$ cat config.mk
export PLATFORM = sky130hd
export DESIGN_NAME = flash_host
export DESIGN_NICKNAME = d
export VERILOG_FILES = /design/src/flash_host.v
export VERILOG_INCLUDE_DIRS = /design/src /design/src/src
export SDC_FILE = /design/constraint.sdc
export NUM_CORES = 1
export LEC_CHECK = 0
export BUFFER_PORTS_ARGS = -buffer_cell sky130_fd_sc_hd__buf_2
export CAP_MARGIN = 0
export CORE_UTILIZATION = 50
export CTS_CLUSTER_DIAMETER = 60
export DETAILED_ROUTE_END_ITERATION = 12
export MAX_ROUTING_LAYER = met4
export PLACE_DENSITY_LB_ADDON = 0.08
export SYNTH_ARGS = -nofsm -noshare
export SYNTH_HDL_FRONTEND = slang
export SYNTH_SLANG_ARGS = --single-unit
$ cat constraint.sdc
create_clock -name aclk -period 5.75 [get_ports aclk]
set_input_delay 0.2875 -clock aclk [delete_from_list [all_inputs] [get_ports aclk]]
set_output_delay 0.2875 -clock aclk [all_outputs]
set_load 0.02 [all_outputs]
$ cat src/flash_host_regs.vh
`ifndef FLASH_HOST_REGS_VH
`define FLASH_HOST_REGS_VH

// Register byte offsets
`define REG_CTRL        5'h00
`define REG_ADDR        5'h04
`define REG_WDATA       5'h08
`define REG_STATUS      5'h0C
`define REG_RDATA       5'h10

// Control register fields
`define CTRL_OP_HI      2
`define CTRL_OP_LO      0
`define CTRL_BYTE_BIT   3
`define CTRL_GO_BIT     8

// Operation codes
`define OP_READ         3'h0
`define OP_WRITE        3'h1
`define OP_PROTECT      3'h2
`define OP_UNPROTECT    3'h3
`define OP_RESET        3'h4

// Status register fields
`define STAT_BUSY_BIT   0
`define STAT_DONE_BIT   1
`define STAT_RDY_BIT    2

// Protect and unprotect address bits
`define PROT_SEL_BIT    6
`define PROT_A1_BIT     1
`define PROT_A0_BIT     0

// AXI responses
`define RESP_OKAY       2'h0
`define RESP_SLVERR     2'h2

// Timing in ns, then synchroniser depth in stages
`define CLK_NS          20
`define ACC_NS          120
`define WP_NS           60
`define RP_NS           500
`define SETUP_NS        20
`define SYNC_STAGES     2

`endif

$ cat src/flash_host.v
// Summary of operation
// - Read: chip enable and output enable low, write enable high, sample data.
// - Write: chip enable and write enable low, output enable high, drive data.
// - Address is twenty bits in word mode, twenty-one with the top pin in byte mode.
// - Bypass programs in two writes, otherwise four; each write is one cycle here.
// - Protect: chip enable low, write low, output high, reset at high voltage, A6 low.
// - Unprotect: same levels as protect, but A6 driven high.
`timescale 1ns/1ps
`default_nettype none
`include "flash_host_regs.vh"

module flash_host #(
  parameter RP_CYC_P = ((`RP_NS + `CLK_NS - 1) / `CLK_NS)
) (
  input  wire        aclk,
  input  wire        aresetn,
  input  wire [4:0]  s_axi_awaddr,
  input  wire        s_axi_awvalid,
  output reg         s_axi_awready,
  input  wire [31:0] s_axi_wdata,
  input  wire [3:0]  s_axi_wstrb,
  input  wire        s_axi_wvalid,
  output reg         s_axi_wready,
  output reg  [1:0]  s_axi_bresp,
  output reg         s_axi_bvalid,
  input  wire        s_axi_bready,
  input  wire [4:0]  s_axi_araddr,
  input  wire        s_axi_arvalid,
  output reg         s_axi_arready,
  output reg  [31:0] s_axi_rdata,
  output reg  [1:0]  s_axi_rresp,
  output reg         s_axi_rvalid,
  input  wire        s_axi_rready,
  output reg  [19:0] flash_addr,
  output reg  [15:0] flash_dq_o,
  input  wire [15:0] flash_dq_i,
  output reg         flash_dq_oe_lo,
  output reg         flash_dq_oe_mid,
  output reg         flash_dq_oe_top,
  output reg         chip_enable_n,
  output reg         output_enable_n,
  output reg         write_enable_n,
  output reg         hw_reset_n,
  output reg         high_voltage_en,
  output reg         width_select_n,
  input  wire        ready_busy_n
);

  localparam [7:0] ACC_CYC   = ((`ACC_NS + `CLK_NS - 1) / `CLK_NS) + `SYNC_STAGES;
  localparam [7:0] WP_CYC    = ((`WP_NS + `CLK_NS - 1) / `CLK_NS);
  localparam [7:0] SETUP_CYC = ((`SETUP_NS + `CLK_NS - 1) / `CLK_NS);
  localparam [7:0] RP_CYC    = RP_CYC_P[7:0];

  localparam [3:0] S_IDLE   = 4'h1;
  localparam [3:0] S_SETUP  = 4'h2;
  localparam [3:0] S_STROBE = 4'h4;
  localparam [3:0] S_HOLD   = 4'h8;

  reg  [3:0]  state_q;
  reg  [7:0]  cnt_q;
  reg  [2:0]  op_q;
  reg         byte_q;
  reg  [20:0] addr_q;
  reg  [15:0] wdata_q;
  reg  [15:0] rdata_q;
  reg         done_q;
  reg  [4:0]  aw_addr_q;
  reg         aw_have_q;
  reg  [31:0] w_data_q;
  reg  [3:0]  w_strb_q;
  reg         w_have_q;
  reg  [15:0] dq_meta_q;
  reg  [15:0] dq_sync_q;
  reg         rb_meta_q;
  reg         rb_sync_q;
  reg         go_q;
  wire        go_req;
  wire        busy;
  wire [31:0] addr_mrg;
  wire [31:0] wdata_mrg;

  // Byte-lane merge of a bus write into a stored word
  function [31:0] merge;
    input [31:0] old_v;
    input [31:0] new_v;
    input [3:0]  strb;
    integer i;
    begin
      merge = old_v;
      for (i = 0; i < 4; i = i + 1) begin
        if (strb[i]) begin
          merge[i*8 +: 8] = new_v[i*8 +: 8];
        end
      end
    end
  endfunction

  // Status word assembled from block state
  function [31:0] status_word;
    input b;
    input d;
    input r;
    begin
      status_word = 32'h0000_0000;
      status_word[`STAT_BUSY_BIT] = b;
      status_word[`STAT_DONE_BIT] = d;
      status_word[`STAT_RDY_BIT]  = r;
    end
  endfunction

  // Byte-lane merges of a pending bus write into the address and data words
  assign addr_mrg  = merge({11'h000, addr_q}, w_data_q, w_strb_q);
  assign wdata_mrg = merge({16'h0000, wdata_q}, w_data_q, w_strb_q);

  assign busy   = ~state_q[0];
  assign go_req = aw_have_q && w_have_q && !s_axi_bvalid && (aw_addr_q == `REG_CTRL) &&
                  w_strb_q[1] && w_data_q[`CTRL_GO_BIT] && !busy;

  // Two-flop synchronisers for device inputs
  always @(posedge aclk) begin
    if (!aresetn) begin
      dq_meta_q <= 16'h0000;
      dq_sync_q <= 16'h0000;
      rb_meta_q <= 1'b1;
      rb_sync_q <= 1'b1;
    end else begin
      dq_meta_q <= flash_dq_i;
      dq_sync_q <= dq_meta_q;
      rb_meta_q <= ready_busy_n;
      rb_sync_q <= rb_meta_q;
    end
  end

  // AXI write channels, address and data taken in either order
  always @(posedge aclk) begin
    if (!aresetn) begin
      s_axi_awready <= 1'b0;
      s_axi_wready  <= 1'b0;
      s_axi_bvalid  <= 1'b0;
      s_axi_bresp   <= `RESP_OKAY;
      aw_have_q     <= 1'b0;
      w_have_q      <= 1'b0;
      aw_addr_q     <= 5'h00;
      w_data_q      <= 32'h0000_0000;
      w_strb_q      <= 4'h0;
      addr_q        <= 21'h000000;
      wdata_q       <= 16'h0000;
      op_q          <= `OP_READ;
      byte_q        <= 1'b0;
    end else begin
      s_axi_awready <= !aw_have_q && !(s_axi_awvalid && s_axi_awready) && !s_axi_bvalid;
      s_axi_wready  <= !w_have_q && !(s_axi_wvalid && s_axi_wready) && !s_axi_bvalid;
      if (s_axi_awvalid && s_axi_awready) begin
        aw_addr_q <= s_axi_awaddr;
        aw_have_q <= 1'b1;
      end
      if (s_axi_wvalid && s_axi_wready) begin
        w_data_q <= s_axi_wdata;
        w_strb_q <= s_axi_wstrb;
        w_have_q <= 1'b1;
      end
      if (aw_have_q && w_have_q && !s_axi_bvalid) begin
        aw_have_q    <= 1'b0;
        w_have_q     <= 1'b0;
        s_axi_bvalid <= 1'b1;
        s_axi_bresp  <= `RESP_OKAY;
        case (aw_addr_q)
          `REG_CTRL: begin
            if (!busy && w_strb_q[0]) begin
              op_q   <= w_data_q[`CTRL_OP_HI:`CTRL_OP_LO];
              byte_q <= w_data_q[`CTRL_BYTE_BIT];
            end
          end
          `REG_ADDR: begin
            if (!busy) begin
              addr_q <= addr_mrg[20:0];
            end
          end
          `REG_WDATA: begin
            if (!busy) begin
              wdata_q <= wdata_mrg[15:0];
            end
          end
          `REG_STATUS, `REG_RDATA: begin
            s_axi_bresp <= `RESP_OKAY;
          end
          default: begin
            s_axi_bresp <= `RESP_SLVERR;
          end
        endcase
      end
      if (s_axi_bvalid && s_axi_bready) begin
        s_axi_bvalid <= 1'b0;
      end
    end
  end

  // AXI read channel, answer one cycle after the address is taken
  always @(posedge aclk) begin
    if (!aresetn) begin
      s_axi_arready <= 1'b0;
      s_axi_rvalid  <= 1'b0;
      s_axi_rdata   <= 32'h0000_0000;
      s_axi_rresp   <= `RESP_OKAY;
    end else begin
      s_axi_arready <= !s_axi_rvalid && !(s_axi_arvalid && s_axi_arready);
      if (s_axi_arvalid && s_axi_arready) begin
        s_axi_rvalid <= 1'b1;
        s_axi_rresp  <= `RESP_OKAY;
        case (s_axi_araddr)
          `REG_CTRL:   s_axi_rdata <= {28'h0000000, byte_q, op_q};
          `REG_ADDR:   s_axi_rdata <= {11'h000, addr_q};
          `REG_WDATA:  s_axi_rdata <= {16'h0000, wdata_q};
          `REG_STATUS: s_axi_rdata <= status_word(busy, done_q, rb_sync_q);
          `REG_RDATA:  s_axi_rdata <= {16'h0000, rdata_q};
          default: begin
            s_axi_rdata <= 32'h0000_0000;
            s_axi_rresp <= `RESP_SLVERR;
          end
        endcase
      end else if (s_axi_rvalid && s_axi_rready) begin
        s_axi_rvalid <= 1'b0;
      end
    end
  end

  // Flash bus cycle sequencer
  always @(posedge aclk) begin
    if (!aresetn) begin
      state_q         <= S_IDLE;
      go_q            <= 1'b0;
      cnt_q           <= 8'h00;
      done_q          <= 1'b0;
      rdata_q         <= 16'h0000;
      flash_addr      <= 20'h00000;
      flash_dq_o      <= 16'h0000;
      flash_dq_oe_lo  <= 1'b0;
      flash_dq_oe_mid <= 1'b0;
      flash_dq_oe_top <= 1'b0;
      chip_enable_n   <= 1'b1;
      output_enable_n <= 1'b1;
      write_enable_n  <= 1'b1;
      hw_reset_n      <= 1'b1;
      high_voltage_en <= 1'b0;
      width_select_n  <= 1'b1;
    end else begin
      // Go acts a cycle late so the sequencer sees the op and width written with it
      go_q <= go_req;
      case (state_q)
        S_IDLE: begin
          // Standby between cycles: deselected, strobes high, bus floated
          chip_enable_n   <= 1'b1;
          output_enable_n <= 1'b1;
          write_enable_n  <= 1'b1;
          flash_dq_oe_lo  <= 1'b0;
          flash_dq_oe_mid <= 1'b0;
          flash_dq_oe_top <= 1'b0;
          high_voltage_en <= 1'b0;
          if (go_q) begin
            done_q         <= 1'b0;
            cnt_q          <= SETUP_CYC;
            state_q        <= S_SETUP;
            width_select_n <= !byte_q;
            if (byte_q) begin
              flash_addr <= addr_q[20:1];
            end else begin
              flash_addr <= addr_q[19:0];
            end
            case (op_q)
              `OP_READ: begin
                chip_enable_n   <= 1'b0;
                flash_dq_oe_top <= byte_q;
                flash_dq_o      <= {addr_q[0], 15'h0000};
              end
              `OP_WRITE: begin
                chip_enable_n   <= 1'b0;
                flash_dq_oe_lo  <= 1'b1;
                flash_dq_oe_mid <= !byte_q;
                flash_dq_oe_top <= 1'b1;
                flash_dq_o      <= byte_q ? {addr_q[0], 7'h00, wdata_q[7:0]} : wdata_q;
              end
              `OP_PROTECT, `OP_UNPROTECT: begin
                chip_enable_n   <= 1'b0;
                high_voltage_en <= 1'b1;
                flash_dq_oe_lo  <= 1'b1;
                flash_dq_o      <= wdata_q;
                flash_addr      <= addr_q[19:0];
                flash_addr[`PROT_SEL_BIT] <= (op_q == `OP_UNPROTECT);
                flash_addr[`PROT_A1_BIT]  <= 1'b1;
                flash_addr[`PROT_A0_BIT]  <= 1'b0;
                flash_dq_oe_top <= byte_q;
                if (byte_q) begin
                  flash_dq_o[15] <= addr_q[0];
                end
              end
              default: begin
                hw_reset_n <= 1'b0;
                cnt_q      <= RP_CYC;
                state_q    <= S_STROBE;
              end
            endcase
          end
        end
        S_SETUP: begin
          // Address and data settle before the strobe falls
          if (cnt_q > 8'h01) begin
            cnt_q <= cnt_q - 8'h01;
          end else begin
            state_q <= S_STROBE;
            if (op_q == `OP_READ) begin
              output_enable_n <= 1'b0;
              cnt_q           <= ACC_CYC;
            end else begin
              write_enable_n <= 1'b0;
              cnt_q          <= WP_CYC;
            end
          end
        end
        S_STROBE: begin
          // Strobe held for access, write pulse or reset time
          if (cnt_q > 8'h01) begin
            cnt_q <= cnt_q - 8'h01;
          end else begin
            if (op_q == `OP_READ) begin
              rdata_q <= byte_q ? {8'h00, dq_sync_q[7:0]} : dq_sync_q;
            end
            output_enable_n <= 1'b1;
            write_enable_n  <= 1'b1;
            hw_reset_n      <= 1'b1;
            cnt_q           <= SETUP_CYC;
            state_q         <= S_HOLD;
          end
        end
        S_HOLD: begin
          // Data and address held past the rising strobe
          if (cnt_q > 8'h01) begin
            cnt_q <= cnt_q - 8'h01;
          end else begin
            chip_enable_n   <= 1'b1;
            high_voltage_en <= 1'b0;
            flash_dq_oe_lo  <= 1'b0;
            flash_dq_oe_mid <= 1'b0;
            flash_dq_oe_top <= byte_q;
            done_q          <= 1'b1;
            state_q         <= S_IDLE;
          end
        end
        default: begin
          state_q <= S_IDLE;
        end
      endcase
    end
  end

endmodule // flash_host

`default_nettype wire

==> impl_metrics.env <==
export IMPL_cts_root_buf="clkbuf_16"
export IMPL_dieHeight_um=130
export IMPL_first_iter_violations=479
export IMPL_grt_pass1_wl_um=31600
export IMPL_gp_congestion=0.809
export IMPL_yosysMostFrequentCell="dfxtp_1"
export IMPL_cp_data_arrival_time_ps=2820
export IMPL_synth_simple_gate_area_share_pct=22.6
export IMPL_synth_edf_count=0
export IMPL_dr_pass1_iters=6
export IMPL_io_pins=156
export IMPL_worstPathMaxFanout=21
export IMPL_postSynthCellCount=917
export IMPL_multi_input_area_sq_mm=0.00364
export IMPL_synth_top_cell_by_area="dfxtp_1"
export IMPL_avgSynthCellArea_sq_um=8.92
export IMPL_crit_required_ps=6100
export IMPL_synthTopCellsByCount="dfxtp_1 (209), nand2_1 (149), nor2_1 (99)"
export IMPL_cts_tree="done"
export IMPL_cts_setup_buffers=0
export IMPL_worstPathCellList="nand2b_1, nand2_1, nand2_1, a311oi_1"
export IMPL_yosys_warnings=0
export IMPL_end_kind="register"
export IMPL_die_area_sq_mm=0.0169
export IMPL_die_w_um=130
export IMPL_clk_latency_ps=500
export IMPL_synth_area_top_cells="dfxtp_1 (51%), nand2_1 (6.8%), mux2i_1 (6.4%)"
export IMPL_num_rows=46
export IMPL_tightest_slew_ps=1130
export IMPL_hpwlAfterDp_um=13500
export IMPL_crit_slowest_cell="dfxtp_1"
export IMPL_synth_xor_area_share_pct=0.214
export IMPL_critPathLaunchType="register"
export IMPL_tns_ps=0
export IMPL_fin_skew_ps=18.5
export IMPL_grt_ovfl_total=0
export IMPL_report_final_slew_viol_count=0
export IMPL_synth_compound_area_share_pct=14.4
export IMPL_drv_cap=0
export IMPL_drive_above_1_share_pct=17.5
export IMPL_max_slew_margin_pct=24.2
export IMPL_seqCellArea_sq_mm=0.00418
export IMPL_cts_buffers=22
export IMPL_fill_cells=1486
export IMPL_ys_seq_area_share_pct=51.2
export IMPL_period_minus_slack_ps=2470
export IMPL_antenna_found_initial=0
export IMPL_grt_use_total_pct=24.6
export IMPL_port_buffers=130
export IMPL_crit_buf_inv=0
export IMPL_synth_top_area_share_pct=51.2
export IMPL_cts_buffer_depth=3
export IMPL_yosysUniqueCellTypes=60
export IMPL_initial_core_util_pct=51.3
export IMPL_vias=6654
export IMPL_setup_viol=0
export IMPL_cts_sinks=209
export IMPL_wl_per_cell_um=16.0
export IMPL_worstSetupPathType="register to register"
export IMPL_cpPeakStageDelay_ps=730
export IMPL_p_leak_nw=4.05
export IMPL_crit_path_frequent_cell="nand2_1"
export IMPL_whs_ps=25.0
export IMPL_synth_flop_cell="dfxtp_1"
export IMPL_grt_max_degree=91
export IMPL_vdd_drop_max_mv=0.235
export IMPL_ant_nets=0
export IMPL_grt_pass1_vias=5947
export IMPL_area_growth_pct=18.1
export IMPL_status="completed"
export IMPL_netlist_area_sq_mm=0.00818
export IMPL_hold_viol_final=0
export IMPL_rsz0062_at_grt="false"
export IMPL_viasPerCell=5.29
export IMPL_fin_nets=1100
export IMPL_synth_ff_latch_count=209
export IMPL_drc=0
export IMPL_diodes=0
export IMPL_htree_levels=1
export IMPL_clkSlewWorstSetupHoldPaths_ps=60
export IMPL_critical_path_top_delay_family="simple AND/OR/NAND/NOR gates"
export IMPL_period_share_pct=42.9
export IMPL_routed_wl_um=20100
export IMPL_synth_area_mux_share_pct=6.36
export IMPL_core_area_sq_mm=0.0159
export IMPL_power_density_mw_per_mm2=304
export IMPL_synth_top_family_by_area="simple AND/OR/NAND/NOR gates"
export IMPL_synthAdderAreaFrac_pct=0.306
export IMPL_max_freq_ghz=0.405
export IMPL_async_flop_share_pct=0
export IMPL_hold_class="input pin to register"
final timing paths:
check | cells after the start | endpoint | slack, ps | from
max | 4 | flash_addr[15] | 3280 | op_q[2]
min reg2reg | 1 | rb_sync_q | 420 | rb_meta_q
max reg2reg | 4 | flash_addr[15] | 3280 | op_q[2]
min | 3 | w_data_q[17] | 20 | s_axi_wdata[17]
metal layers:
layer  vias up  part of all wire (%)  global-route usage, %
met5         -                     0                      -
met2       190                    45                   38.1
met4         0                   1.2                   4.51
met3        21                   5.5                   3.36
li1       3365                     -                      -
met1      3078                    48                   34.6
cells in the final DEF (no fill, tap or decap), types with 4 or more instances in the layout:
master and count:
a311oi_1 18, nand2_1 149, nor2_1 99, nor3_1 6
a21oi_1 75, conb_1 13, nor2b_1 6, nand3_1 38
nand3b_1 11, o22ai_1 7, clkinv_2 4, o21ai_0 24
dfxtp_1 209, buf_2 130, nand2b_1 10, and3_1 7
o211ai_1 4, a22oi_1 13, buf_4 4, clkbuf_16 23
and2_1 37, clkbuf_8 4, clkbuf_1 8, inv_1 7
mux2i_1 52, a222oi_1 13, dlygate4sd3_1 17
metrics by stage:
stage | util (%) | total power (W) | cells | instance area [sq um] | setup slack, ps
after CTS | 60.6 | 0.00296 | 1259 | 9660 | 3260
after detailed placement | 55.2 | 0.00163 | 1203 | 8810 | 3080
after floorplan | - | 0.00159 | 929 | 8220 | 3830
after global routing | 60.6 | 0.00305 | 1259 | 9660 | 3120
after global placement | 55.2 | 0.00163 | 1203 | 8810 | 3100
final | 60.6 | 0.00294 | 1259 | 9660 | 3280
worst min-delay path: cells and delay by family:
kind            cells  cell delay (ps)
compound gates      1               50
buf+inv             1               90
simple gates        1               40
sequential cells by signal, indices dropped and copies added, names as in the netlist, 20 cells and up:
name         flops
w_data_q        21
s_axi_rdata     21
flash_addr      20
addr_q          21
final cells by class:
class | count | share of cell area, %
clock buffers | 35 | 6.84
inverters | 8 | 0.337
clock inverters | 4 | 0.207
flip-flops and latches | 209 | 43.3
well taps | 216 | 2.80
multi-input cells | 636 | 37.7
repair buffers | 151 | 8.81
kinds of logic after synthesis:
group	Yosys count
simple gates	390
flops	209
compound gates	177
buf+inv	84
mux	52
fa+ha+maj	2
xor+xnor	2
other cells	1
power breakdown:
group          internal, W  switching, W  total [W]
logic            0.0000442     0.0000749   0.000119
registers          0.00147     0.0000163    0.00149
clock network     0.000784      0.000544    0.00133
total              0.00230      0.000635    0.00294
what timing repair did:
item,in CTS,in global routing
hold buffers,17,0
endpoints found under the setup margin,0,0
hold endpoints to repair,17,0
resized for setup,0,0
Power figures use the tool's default switching activity.
